===== src/logic/msc_map.vh =====
`ifndef MSC_MAP_VH
`define MSC_MAP_VH
`define MSC_ADDR_W          5
`define MSC_DATA_W          16
`define MSC_OFS_CTRL_ONE    5'h10
`define MSC_OFS_INT_EN      5'h12
`define MSC_OFS_STATUS      5'h13
`define MSC_OFS_SW_RESET    5'h1C
`define MSC_OFS_INT_MASK    5'h1D
`define MSC_OFS_EVT_STAT    5'h1E
`define MSC_BIT_PASS_ODD    6
`define MSC_BIT_RXCLK_ON    3
`define MSC_BIT_FIFO_ERR    7
`define MSC_BIT_IDLE_INS    3
`define MSC_BIT_IDLE_DEL    2
`define MSC_CTRL_RST        16'h4448
`define MSC_CTRL_RW_MASK    16'hFFFF
`define MSC_INT_EN_RST      16'h0000
`define MSC_INT_EN_MASK     16'h008C
`define MSC_EVT_MASK_RST    16'h0000
`define MSC_SWRST_CYCLES    3'h4
`endif


===== src/logic/msc_regs.v =====
// Operation
// - Preamble-pass bit 0 pads odd-nibble preambles, 1 passes them; resets to 1.
// - Receive-clock bit 1 keeps clock running in power down, 0 lets it stop.
// - New receive-clock bit value applies only after a software reset.
// - Interrupt enables at bits 7, 3, 2, each resetting to 0.
// - Status bit 7 latches high on copper FIFO overflow or underflow.
// - Status bit 3 latches high when the FIFO inserts an idle.
// - Status bit 2 latches high when the FIFO deletes an idle.
`timescale 1ns/10ps
`include "msc_map.vh"
module msc_regs (
  input  wire                     clk,           // 20 MHz clock.
  input  wire                     rst_n,         // Synchronous reset, active low.
  input  wire [`MSC_ADDR_W-1:0]   addr,          // Register address.
  input  wire [`MSC_DATA_W-1:0]   wdata,         // Write data.
  input  wire                     wr,            // Write strobe.
  input  wire                     rd,            // Read strobe.
  output reg  [`MSC_DATA_W-1:0]   rdata,         // Read data, cycle after rd.
  input  wire                     fifo_err_pin,  // FIFO over/underflow, async.
  input  wire                     idle_ins_pin,  // Idle inserted, async.
  input  wire                     idle_del_pin,  // Idle deleted, async.
  output reg                      pad_odd_pre,   // 1 pads odd-nibble preambles.
  output reg                      rxclk_keep_on, // 1 keeps receive clock running.
  output reg                      int_req,       // Field-enabled interrupt level.
  output reg                      irq            // Masked sticky event interrupt.
);
  reg  [`MSC_DATA_W-1:0] ctrl_one;
  reg  [`MSC_DATA_W-1:0] int_en;
  reg  [`MSC_DATA_W-1:0] evt_mask;
  reg  [`MSC_DATA_W-1:0] evt_stat;
  reg  [2:0]             swrst_cnt;
  reg                    sw_rst;
  wire                   fifo_err;
  wire                   idle_ins;
  wire                   idle_del;
  wire                   f_err;
  wire                   f_ins;
  wire                   f_del;
  wire                   stat_rd;
  wire [`MSC_DATA_W-1:0] status;
  wire [`MSC_DATA_W-1:0] evt_now;

  // Places the three FIFO event bits; used for the status word and the live event word.
  function [`MSC_DATA_W-1:0] msc_place;
    input e;
    input i;
    input d;
    begin
      msc_place = 16'h0000;
      msc_place[`MSC_BIT_FIFO_ERR] = e;
      msc_place[`MSC_BIT_IDLE_INS] = i;
      msc_place[`MSC_BIT_IDLE_DEL] = d;
    end
  endfunction

  msc_sync u_s_err (.clk(clk), .rst_n(rst_n), .d(fifo_err_pin), .q(fifo_err));
  msc_sync u_s_ins (.clk(clk), .rst_n(rst_n), .d(idle_ins_pin), .q(idle_ins));
  msc_sync u_s_del (.clk(clk), .rst_n(rst_n), .d(idle_del_pin), .q(idle_del));

  assign stat_rd = rd && (addr == `MSC_OFS_STATUS);

  msc_flag u_f_err (.clk(clk), .rst_n(rst_n), .sw_rst(sw_rst), .cond(fifo_err),
                    .rd_clr(stat_rd), .flag(f_err));
  msc_flag u_f_ins (.clk(clk), .rst_n(rst_n), .sw_rst(sw_rst), .cond(idle_ins),
                    .rd_clr(stat_rd), .flag(f_ins));
  msc_flag u_f_del (.clk(clk), .rst_n(rst_n), .sw_rst(sw_rst), .cond(idle_del),
                    .rd_clr(stat_rd), .flag(f_del));

  assign status  = msc_place(f_err, f_ins, f_del);
  assign evt_now = msc_place(fifo_err, idle_ins, idle_del);

  // Software reset: a write of bit 15 to the reset register, held a few cycles.
  always @(posedge clk) begin
    if (!rst_n) begin
      swrst_cnt <= 3'h0;
      sw_rst    <= 1'b0;
    end else if (wr && addr == `MSC_OFS_SW_RESET && wdata[15]) begin
      swrst_cnt <= `MSC_SWRST_CYCLES;
      sw_rst    <= 1'b1;
    end else if (swrst_cnt != 3'h0) begin
      swrst_cnt <= swrst_cnt - 3'h1;
      sw_rst    <= (swrst_cnt != 3'h1);
    end else begin
      sw_rst    <= 1'b0;
    end
  end

  // Control and enable registers retain their contents over a software reset.
  // Reserved bits are stored as written, except in the event mask, which keeps only bits 7, 3, 2; software keeps them at reset values.
  always @(posedge clk) begin
    if (!rst_n) begin
      ctrl_one <= `MSC_CTRL_RST;
      int_en   <= `MSC_INT_EN_RST;
      evt_mask <= `MSC_EVT_MASK_RST;
    end else if (wr) begin
      if (addr == `MSC_OFS_CTRL_ONE)
        ctrl_one <= wdata & `MSC_CTRL_RW_MASK;
      if (addr == `MSC_OFS_INT_EN)
        int_en <= wdata;
      if (addr == `MSC_OFS_INT_MASK)
        evt_mask <= wdata & `MSC_INT_EN_MASK;
    end
  end

  // Preamble handling follows the bit at once; the receive-clock choice is
  // sampled only on software reset, as changing it live would glitch the clock.
  always @(posedge clk) begin
    if (!rst_n) begin
      pad_odd_pre   <= 1'b0;
      rxclk_keep_on <= 1'b1;
    end else begin
      pad_odd_pre <= ~ctrl_one[`MSC_BIT_PASS_ODD];
      if (sw_rst)
        rxclk_keep_on <= ctrl_one[`MSC_BIT_RXCLK_ON];
    end
  end

  // Sticky event register, write one to clear; a new event wins over the clear.
  always @(posedge clk) begin
    if (!rst_n) begin
      evt_stat <= 16'h0000;
    end else if (wr && addr == `MSC_OFS_EVT_STAT) begin
      evt_stat <= (evt_stat & ~wdata) | evt_now;
    end else begin
      evt_stat <= evt_stat | evt_now;
    end
  end

  always @(posedge clk) begin
    if (!rst_n) begin
      int_req <= 1'b0;
      irq     <= 1'b0;
    end else begin
      int_req <= |(status & int_en & `MSC_INT_EN_MASK);
      irq     <= |(evt_stat & evt_mask);
    end
  end

  always @(posedge clk) begin
    if (!rst_n) begin
      rdata <= 16'h0000;
    end else if (rd) begin
      case (addr)
        `MSC_OFS_CTRL_ONE: rdata <= ctrl_one;
        `MSC_OFS_INT_EN:   rdata <= int_en;
        `MSC_OFS_STATUS:   rdata <= status;
        `MSC_OFS_INT_MASK: rdata <= evt_mask;
        `MSC_OFS_EVT_STAT: rdata <= evt_stat;
        default:           rdata <= 16'h0000;
      endcase
    end else begin
      rdata <= 16'h0000;
    end
  end
endmodule


===== src/logic/msc_flag.v =====
`timescale 1ns/10ps
// One latched-high status flag with clear-on-read that a live condition survives.
module msc_flag (
  input  wire clk,       // Clock.
  input  wire rst_n,     // Synchronous reset, active low.
  input  wire sw_rst,    // Soft reset pulse.
  input  wire cond,      // Triggering condition, same clock.
  input  wire rd_clr,    // Status read pulse.
  output reg  flag       // Latched flag.
);
  always @(posedge clk) begin
    if (!rst_n || sw_rst) begin
      flag <= 1'b0;
    end else if (cond) begin
      flag <= 1'b1;
    end else if (rd_clr) begin
      flag <= 1'b0;
    end
  end
endmodule


===== src/logic/msc_sync.v =====
`timescale 1ns/10ps
// Two flip-flop synchroniser for a level from outside the clock domain.
module msc_sync (
  input  wire clk,      // Clock.
  input  wire rst_n,    // Synchronous reset, active low.
  input  wire d,        // Asynchronous level.
  output reg  q         // Synchronised level.
);
  reg stage1;
  always @(posedge clk) begin
    if (!rst_n) begin
      stage1 <= 1'b0;
      q      <= 1'b0;
    end else begin
      stage1 <= d;
      q      <= stage1;
    end
  end
endmodule


===== config.mk =====
export PLATFORM = sky130hd
export DESIGN_NAME = msc_regs
export DESIGN_NICKNAME = d
export VERILOG_FILES = /design/src/logic/msc_regs.v /design/src/logic/msc_flag.v /design/src/logic/msc_sync.v
export VERILOG_INCLUDE_DIRS = /design/src /design/src/logic
export SDC_FILE = /design/constraint.sdc
export NUM_CORES = 1
export LEC_CHECK = 0
export BUFFER_PORTS_ARGS = -buffer_cell sky130_fd_sc_hd__buf_2
export CAP_MARGIN = 10
export CORE_ASPECT_RATIO = 0.7
export CORE_MARGIN = 1.5
export CORE_UTILIZATION = 60
export DETAILED_ROUTE_END_ITERATION = 16
export PLACE_DENSITY_LB_ADDON = 0.12
export SKIP_LAST_GASP = 1
export SLEW_MARGIN = 5
export SYNTH_ARGS = -nofsm -noshare
export SYNTH_HDL_FRONTEND = slang
export SYNTH_SLANG_ARGS = --single-unit

===== constraint.sdc =====
create_clock -name clk -period 3.29 [get_ports clk]
set_clock_uncertainty 0.05 [all_clocks]
set_input_delay 0.329 -clock clk [delete_from_list [all_inputs] [get_ports clk]]
set_output_delay 0.329 -clock clk [all_outputs]
set_load 0.02 [all_outputs]

-- Word-level counts from Yosys, hierarchy flattened
Index checks and enable logic that the tools add are counted.
- flip-flop bits (word level): 84
- output and inout bits: 20
- add/subtract/negate cells: 1
- eq/ne operators: 7
- bitwise gates (word level): 8
- reduce and logical (&&, ||, !) cells: 18
- mux-type cells: 10
- operator list (operator ; number):
    16-bit case mux with 5 select lines ; 1
    16-bit by 8-bit OR with 16-bit output ; 2
    5-bit equality test (second input constant) ; 6
    16-bit AND ; 1
    16-bit by 8-bit AND with 16-bit output ; 1
    16-bit two-way mux ; 1
    16-bit inverter ; 1
    16-bit OR reduction ; 1
    8-bit AND ; 1
    2-bit AND reduction ; 4
    2-bit nonzero test ; 4
    1-bit two-way mux ; 6
    3-bit two-way mux ; 2
    1-bit logical AND ; 4
    3-bit by 1-bit inequality test with 1-bit output (second input constant) ; 1
    3-bit nonzero test ; 1
    3-bit OR reduction ; 1
    3-bit by 1-bit subtractor with 3-bit output (second input constant) ; 1
    1-bit inverter ; 2
    2-bit OR reduction ; 1
    1-bit zero test ; 1
    1-bit logical OR ; 1

-- Depth between registers and ports, before layout
Gate-level depths: netlist of the first run.
- depth after elaboration: 4
- gate-level depth with buffers: 6
- mapped depth without buffers: 5

-- By module
From an unflattened synthesis of the first run, not the netlist that was laid out.
- cells, all modules: 352
- area, all modules: 3331.9 um2
- by module, submodules not included (module ; seq. area each (um2) ; area each (um2) ; cells each ; times used):
    msc_regs ; 1501.4 ; 3054.2 ; 328 ; 1
    msc_sync ; 40.0 ; 52.6 ; 4 ; 3
    msc_flag ; 20.0 ; 40.0 ; 4 ; 3

-- Least setup slack after synthesis of the first run
OpenSTA, ideal clock, no wires.
- path type: input port to flip-flop
- start: input addr[0]
- end: register rdata[5]
- stages on the path: 6
- arrival: 1419 ps
- library setup time: 89 ps
- slack: 1732 ps
- cell sequence: buf_2 -> or3_1 -> and4_4 -> buf_6 -> buf_8 -> a311oi_2
- word-level cells in the longest chain between the ends: 2
- elaborated cells between the ends (all ways): 6
- RTL lines (what ; line ; text):
    from (decl) ; msc_regs.v:14 ; input wire [`MSC_ADDR_W-1:0] addr,
    5-bit equality test ; msc_regs.v:143 ; case (addr)
    16-bit case mux with 5 select lines (*) ; msc_regs.v:143 ;
    to (signal assigned) ; msc_regs.v:144 ; `MSC_OFS_CTRL_ONE: rdata <= ctrl_one;
    to (signal assigned) ; msc_regs.v:145 ; `MSC_OFS_INT_EN: rdata <= int_en;
    to (signal assigned) ; msc_regs.v:146 ; `MSC_OFS_STATUS: rdata <= status;
    to (decl) ; msc_regs.v:18 ; output reg [`MSC_DATA_W-1:0] rdata,
Every way passes the cells marked *; elsewhere a longest branch is shown, timed or not.
A chain may end at the register's enable or synchronous reset.

-- Worst setup path after layout of the first run
- start: input addr[2]
- end: register int_en[15]
- word-level cells in the longest chain between the ends: 2
- RTL lines (what ; line ; text):
    5-bit equality test ; -- ;
    2-bit AND reduction (no line) ; -- ;
    to (signal assigned) ; msc_regs.v:93 ; int_en <= `MSC_INT_EN_RST;
    to (signal assigned) ; msc_regs.v:99 ; int_en <= wdata;
    to (decl) ; msc_regs.v:28 ; reg [`MSC_DATA_W-1:0] int_en;
No other way between the ends.

==> results.toml, run 1 <==
[critical_path]
criticalPathCategory = "in2reg"
cp-end-kind = "flop"
r2r-start = "swrst_cnt[0]"
reg2reg_slack_ps = 2090
endpoint = "int_en[15]"
cp_max_fo = 46
r2r_end = "swrst_cnt[0]"
r2r_cells = 5
start_kind = "input port"
critical_path_required_ps = 3520
startpoint = "addr[2]"
cp.arrival_ps = 2020

[logic_synthesis]
yosysSeqAreaShare_pct = 47.3
syn_inst = 386
ys_ff_latch = 84
synth.cell_area_um2 = 3560
synthDistinctLibCells = 43
synthFlopType = "dfxtp_1"
synth_top_area_share_pct = 47.3
yosys-top-cells-count = "84 x dfxtp_1, 65 x nand3_1, 47 x nand2_1"
async_flop_share_pct = 0
synth_top_cell_by_area = "dfxtp_1"
avgSynthCellArea_um2 = 9.21
synth_nets = 417
synth_warnings = 0
synth_edf_count = 0
synthTopCellsByArea = "dfxtp_1 47%, nand3_1 9.1%, mux2i_1 5.1%"
synth_most_common_cell = "dfxtp_1"

[pwr]
power_density_nw_per_um2 = 509
p_int_mw = 1.49
finalPower_mw = 2.01
power_frac_clock_pct = 35.1
ir_drop_uv = 351
p_comb_share_pct = 11.7
switching_share_pct = 25.9
seqPwrFrac_pct = 53.2
p_switching_mw = 0.521
p_leak_nw = 1.42

[timing]
fmaxAchievable_ghz = 0.559
grt_setup_unrepaired = "false"
finalCritPeriodShare_pct = 54.4
setup_tns_ps = 0
hold_viol_final = 0
slew_violations = 0
relSlewSlack_pct = 36.9
whs_ps = 122
setup-violations-final = 0
worstMarginPinSlew_ps = 944
fin_crit_ps = 1790

[floorplanning]
die_y_um = 67.4
start_util_pct = 62.1
rows = 23
die_w_um = 95.0
die_area_um2 = 6400
io_pins = 48
design.core.area_um2 = 5730

[final_layout]
area_growth_syn_to_layout_pct = 11.2
antennaDiodeCount = 0
nets = 448
final_area_um2 = 3950
layout-drive-gt1-share_pct = 20.4
final_cells = 497

[routing]
drt_first_iter_violations = 207
wl_per_cell_um = 16.9
vias_per_cell = 6.03
wl_mm = 8.38
drcViolationCount = 0
dr_total_vias = 2997
drtAntennaViolNets = 0
firstDrtPassIters = 5

[global_route]
grt_pass1_vias = 2695
grt_start_max_net_pins = 83
grt.overflow.total = 0
antenna_found_initial = 0
grt_use_total_pct = 28.1
grt_pass1_wl_mm = 13.6

[cts]
root_buffer = "clkbuf_8"
clkTransAtPathRegs_ps = 80
cts_tree = "done"
cts_resized = 0
clk_path_buf_depth = 2
htree_levels = 3
clock_latency_ps = 350
post-cts-setup-buffer-count = 0
cts_buffers = 9
clock_sinks = 84
cts_hold_buf = 0

[place]
dpl_cell_area_um2 = 3770
gp_congestion = 0.854
place_hpwl_mm = 5.35
numPlacedInstances = 481
io_buffers = 47

[job]
max_cap_viol_count = 0

[min_path]
hold_depth = 2
hp-class = "in2reg"

[status]
outcome = "completed"
-- state kept, by name, indices dropped and copies added, names as in the netlist, 3 cells and up --
name,cells
ctrl_one,16
evt_stat,16
int_en,16
rdata,16
evt_mask,3
swrst_cnt,3
-- cell usage in the layout (no fill, tap or decap), types with 2 or more instances in the layout --
cell      Yosys  routed
dfxtp_1      84      84
nand3_1      65      65
nand2_1      47      47
buf_2        11      47
o21ai_0      25      25
mux2i_1      18      18
a21boi_0     16      16
a21oi_1      16      16
a311oi_2     10      10
clkbuf_8      0       9
buf_4         1       7
and2_1        6       6
inv_1         5       5
nor2b_1       5       5
and3_1        4       4
nor2_1        4       4
and3b_1       4       4
a31oi_1       3       3
nor3b_1       4       3
a22oi_1       3       3
mux2_2        3       3
a32oi_1       3       3
a211oi_1      3       3
a311oi_1      3       3
ha_1          3       3
clkinv_2      0       3
nor3b_2       1       2
or3b_1        2       2
nand2b_1      2       2
a222oi_1      2       2
nand4b_1      2       2
clkbuf_1     15       2
-- per-stage QoR --
step / setup WS (ps) / util, %
finish: 1500 / 69.0
global route: 1410 / 69.0
CTS: 1520 / 69.0
detailed placement: 1160 / 65.8
global placement: 1240 / 65.8
floorplan: 1730 / -
-- per-layer routing --
metal / track usage [%] / vias up / wire length (µm)
met1: 38.2 / 1424 / 3930
met5: 0 / - / 0
met2: 43.9 / 118 / 3790
met4: 8.58 / 0 / 68
li1: - / 1447 / -
met3: 7.32 / 8 / 592
-- layout make-up --
cell class                 instances  area [µm²]
fill                             492        1770
inverter                           5        18.8
sequential                        84        1680
clock buffer                      11         131
tap                               75        93.8
clock inverter                     5        52.6
timing repair buffer              54         288
multi-input combinational        263        1690
-- power by group through the flow --
stage	logic, mW	clock network (mW)	registers (mW)
after detailed placement	0.231	0	1.09
final	0.235	0.707	1.07
after floorplan	0.175	0	1.09
after global routing	0.265	0.753	1.07
after CTS	0.233	0.712	1.07
after global placement	0.225	0	1.09
-- worst min-delay path by stage --
stage | from | slack, ps | endpoint
final | wdata[12] | 120 | evt_stat[12]
after global routing | wdata[9] | 110 | evt_stat[9]
after CTS | wdata[12] | 110 | evt_stat[12]
after detailed placement | u_s_ins.stage1 | 370 | u_s_ins.q
after global placement | u_s_ins.stage1 | 370 | u_s_ins.q
after floorplan | ctrl_one[6] | 360 | pad_odd_pre
-- cell families after synthesis --
logic type | count (synthesis) | synth area share [%]
multiplexers | 21 | 6.02
AND/OR/NAND/NOR | 152 | 22.2
flip-flops | 84 | 47.3
AO/OA/AOI/OAI | 86 | 17.7
adder cells (fa/ha/maj) | 3 | 1.06
buffers and inverters | 39 | 5.42
XOR/XNOR | 1 | 0.246
-- worst max-delay path: stages --
cell and delay (ps):
buf_2 150, nor3b_2 180, buf_4 430, and3_1 370, buf_4 310, mux2i_1 220
Note: power is estimated with default switching activity, not from simulation.
==> inputs of run 2 (changes only) <==
CORE_UTILIZATION = 57   (was 60)
clock period = 1.8 ns   (was 3.29 ns; I/O delays follow)
==> results.toml, run 2 (synthesis results as in run 1) <==
[global_route]
grt_start_max_net_pins = 44
grt.overflow.total = 0
grt_use_total_pct = 26.2
antenna_found_initial = 0
grt_pass1_wl_mm = 14.2
grt_pass1_vias = 2959

[floorplanning]
die_area_um2 = 6730
design.core.area_um2 = 5870
io_pins = 48
die_y_um = 69.1
die_w_um = 97.4
rows = 23
start_util_pct = 60.6

[critical_path]
criticalPathCategory = "in2reg"
start_kind = "input port"
reg2reg_slack_ps = 580
critical_path_required_ps = 2020
cp-end-kind = "flop"
r2r_cells = 5
cp_max_fo = 19
cp.arrival_ps = 1490

[cts]
root_buffer = "clkbuf_8"
cts_resized = 0
htree_levels = 3
cts_buffers = 9
clock_latency_ps = 360
cts_tree = "done"
clock_sinks = 84
clkTransAtPathRegs_ps = 80
clk_path_buf_depth = 2

[routing]
wl_mm = 8.44
dr_total_vias = 3129
firstDrtPassIters = 5
vias_per_cell = 5.96
drcViolationCount = 0
drtAntennaViolNets = 0
drt_first_iter_violations = 184
wl_per_cell_um = 16.1

[timing]
worstMarginPinSlew_ps = 559
slew_violations = 0
fmaxAchievable_ghz = 0.788
setup-violations-final = 0
setup_tns_ps = 0
relSlewSlack_pct = 62.7
hold_viol_final = 0
fin_crit_ps = 1270
whs_ps = 32.4
finalCritPeriodShare_pct = 70.5
grt_setup_unrepaired = "false"

[final_layout]
nets = 476
seq_area_um2 = 1680
area_growth_syn_to_layout_pct = 18.2
layout-drive-gt1-share_pct = 21.6
most-common-layout-cells = "84 x dfxtp_1, 65 x nand3_1, 47 x nand2_1, 47 x buf_2, 25 x o21ai_0"
antennaDiodeCount = 0
fillerInstances = 467
multi_input_area_um2 = 1690
final_common_cell = "dfxtp_1"

[place]
io_buffers = 47
gp_congestion = 0.901
place_hpwl_mm = 5.61

[pwr]
power_density_nw_per_um2 = 865
ir_drop_uv = 823
finalPower_mw = 3.64
p_leak_nw = 1.53

[min_path]
hold_depth = 2
hp-class = "in2reg"

[status]
outcome = "completed"

[job]
max_cap_viol_count = 0
## run 2: changes by cell type in the layout (fill, tap and decap cells not counted), sizes merged
cell,change
buf,+12
dlygate4sd3,+16
clkbuf,+2
clkinvlp,+2
bufinv,-1
clkinv,-3
## run 2: metal layers
layer,track usage [%],share of wire [%],vias to the layer above
met1,36.9,48,1501
met3,8.52,7.3,8
li1,-,-,1507
met5,0,0,-
met4,7.94,0.92,0
met2,38.5,44,113
## run 2: report_power, final
part	leakage (nW)	total [mW]	internal [mW]	switching (mW)
Combinational	0.773	0.479	0.208	0.271
Clock	0.0759	1.20	0.541	0.659
Sequential	0.680	1.96	1.92	0.0373
## run 2: final cells by class
class / count / area share (%)
inverters: 5 / 0.447
clock inverters: 3 / 0.536
repair buffers: 82 / 13.1
well taps: 75 / 2.23
flip-flops and latches: 84 / 40.0
multi-input cells: 263 / 40.1
clock buffers: 13 / 3.54
## run 2: worst max-delay path: stages
cell and delay [ps]:
buf_2 140, nor3b_2 430, buf_4 330, nand3_1 130
a311oi_2 270
## run 2: metrics by stage
stage / area [µm²] / std cells / worst slack (ps) / utilization [%]
floorplan: 3560 / 386 / 391 / -
global placement: 3870 / 493 / 177 / 65.9
detailed placement: 3870 / 493 / 207 / 65.9
CTS: 4200 / 525 / 565 / 71.6
global route: 4200 / 525 / 401 / 71.6
finish: 4200 / 525 / 531 / 71.6
## run 2: repair_timing
item / 4_1_cts / 5_1_grt
buffers inserted: 0 / 0
hold endpoints to repair: 16 / 0
hold buffers: 16 / 0
## run 2: worst paths after layout
kind	to	start
worst min register to register	u_s_err.q	u_s_err.stage1
worst min-delay path	evt_stat[7]	wdata[7]
worst max-delay path	rdata[8]	addr[2]
worst max register to register	swrst_cnt[0]	swrst_cnt[0]
==> inputs of run 3 (changes only) <==
clock period = 1.2 ns   (was 1.8 ns; I/O delays follow)
==> results.toml, run 3 (synthesis results as in run 1) <==
[status]
outcome = "completed"

[routing]
wl_met1_mm = 4.13
top_layer_used = "met4"
drt_first_iter_violations = 302
vias_per_cell = 5.84
routed-wl-met2_mm = 3.95
met3_length_um = 690
drcViolationCount = 0
wl_per_cell_um = 16.5
drtAntennaViolNets = 0
firstDrtPassIters = 5
wl_mm = 8.89
dr_total_vias = 3156

[floorplanning]
die_area_um2 = 6730
start_util_pct = 60.6
die_w_um = 97.4
io_pins = 48
rows = 23
die_y_um = 69.1
design.core.area_um2 = 5870

[cts]
post-cts-setup-buffer-count = 0
root_buffer = "clkbuf_8"
clk_path_buf_depth = 2
htree_levels = 3
cts_buffers = 9
clock_sinks = 84
clock_latency_ps = 360
clkTransAtPathRegs_ps = 80
cts_tree = "done"

[pwr]
power_density_nw_per_um2 = 1350
p_leak_nw = 1.64
finalPower_mw = 5.99
ir_drop_uv = 950

[timing]
worstMarginPinSlew_ps = 331
finalCritPeriodShare_pct = 95.8
slew_violations = 0
fmaxAchievable_ghz = 0.870
fin_crit_ps = 1150
setup-violations-final = 0
hold_viol_final = 0
setup_tns_ps = 0
relSlewSlack_pct = 77.9

[critical_path]
cp.arrival_ps = 1370
reg2reg_slack_ps = 50
criticalPathCategory = "reg2reg"
r2r-start = "ctrl_one[3]"
start_kind = "flop"
cp_max_fo = 3
endpoint = "rdata[3]"
startpoint = "ctrl_one[3]"
critical_path_required_ps = 1420
r2r_end = "rdata[3]"
cp-end-kind = "flop"
r2r_cells = 3

[final_layout]
fillerInstances = 449
multi_input_area_um2 = 1700
nets = 491
most-common-layout-cells = "84 x dfxtp_1, 65 x nand3_1, 47 x nand2_1, 47 x buf_2, 27 x buf_4"
layout-drive-gt1-share_pct = 24.7
final_common_cell = "dfxtp_1"
final_area_um2 = 4430
antennaDiodeCount = 0
area_growth_syn_to_layout_pct = 24.6
finalCoreUtilization_pct = 75.4
seq_area_um2 = 1680

[job]
max_cap_viol_count = 0

[global_route]
grt_pass1_wl_mm = 14.5
grt_pass1_vias = 2890
grt_start_max_net_pins = 69
grt.overflow.total = 0
grt_use_total_pct = 27.1
antenna_found_initial = 0

[min_path]
hp-start = "rst_n"
hp-class = "in2reg"

[place]
place_hpwl_mm = 6.02
gp_congestion = 0.883
io_buffers = 47
dpl_cell_area_um2 = 4000
run 3: cell count changes in the layout (fill, tap and decap cells not counted), moves of 2 or more:
| cell | change |
|---|---|
| clkbuf_1 | -2 |
| dlygate4sd3_1 | +3 |
| buf_4 | +9 |
| buf_12 | +3 |
| bufinv_16 | +2 |
| inv_1 | -2 |
| inv_2 | +2 |
run 3: worst min path at each step:
stage / to / cells after the start
CTS: int_req / 2
finish: int_req / 2
global placement: u_s_del.stage1 / 2
global route: int_req / 2
floorplan: evt_stat[0] / 1
detailed placement: evt_stat[5] / 2
run 3: layout make-up:
cell class | instances | area share [%]
multi-input combinational | 263 | 38.4
clock inverter | 5 | 1.89
tap | 75 | 2.12
timing repair buffer | 97 | 16.0
clock buffer | 11 | 3.19
sequential | 84 | 38.0
inverter | 5 | 0.424
run 3: power breakdown:
| group | switching, mW | total (mW) | internal (mW) |
|---|---|---|---|
| Clock | 1.01 | 2.24 | 1.24 |
| Combinational | 0.426 | 0.799 | 0.372 |
| Sequential | 0.0636 | 2.94 | 2.88 |
| Total | 1.50 | 5.99 | 4.49 |
run 3: worst max-delay path, cell delays in order (launching register included):
cell      delay [ps]
dfxtp_1          380
nor3b_1          260
a22oi_1          140
a211oi_1         240
run 3: repair_timing:
| item | 4_1_cts | 5_1_grt |
|---|---|---|
| endpoints found under the hold margin | 44 | 0 |
| hold buffers | 19 | 0 |
| setup endpoints to repair | 1 | 1 |
| gates resized for setup | 2 | 2 |
run 3: stage by stage:
step / hold WS (ps) / std cells / worst slack [ps]
finish: 47.7 / 540 / 50.4
global route: 41.1 / 540 / -0.0246
CTS: 42.6 / 540 / 22.1
detailed placement: 280 / 505 / -181
global placement: 276 / 505 / -110
floorplan: 157 / 386 / -26.8
run 3: metal layers:
| metal | vias to the layer above | global-route usage (%) |
|---|---|---|
| met5 | - | 0 |
| met4 | 0 | 8.10 |
| met3 | 18 | 8.11 |
| met2 | 124 | 39.5 |
| met1 | 1479 | 38.8 |
| li1 | 1535 | - |
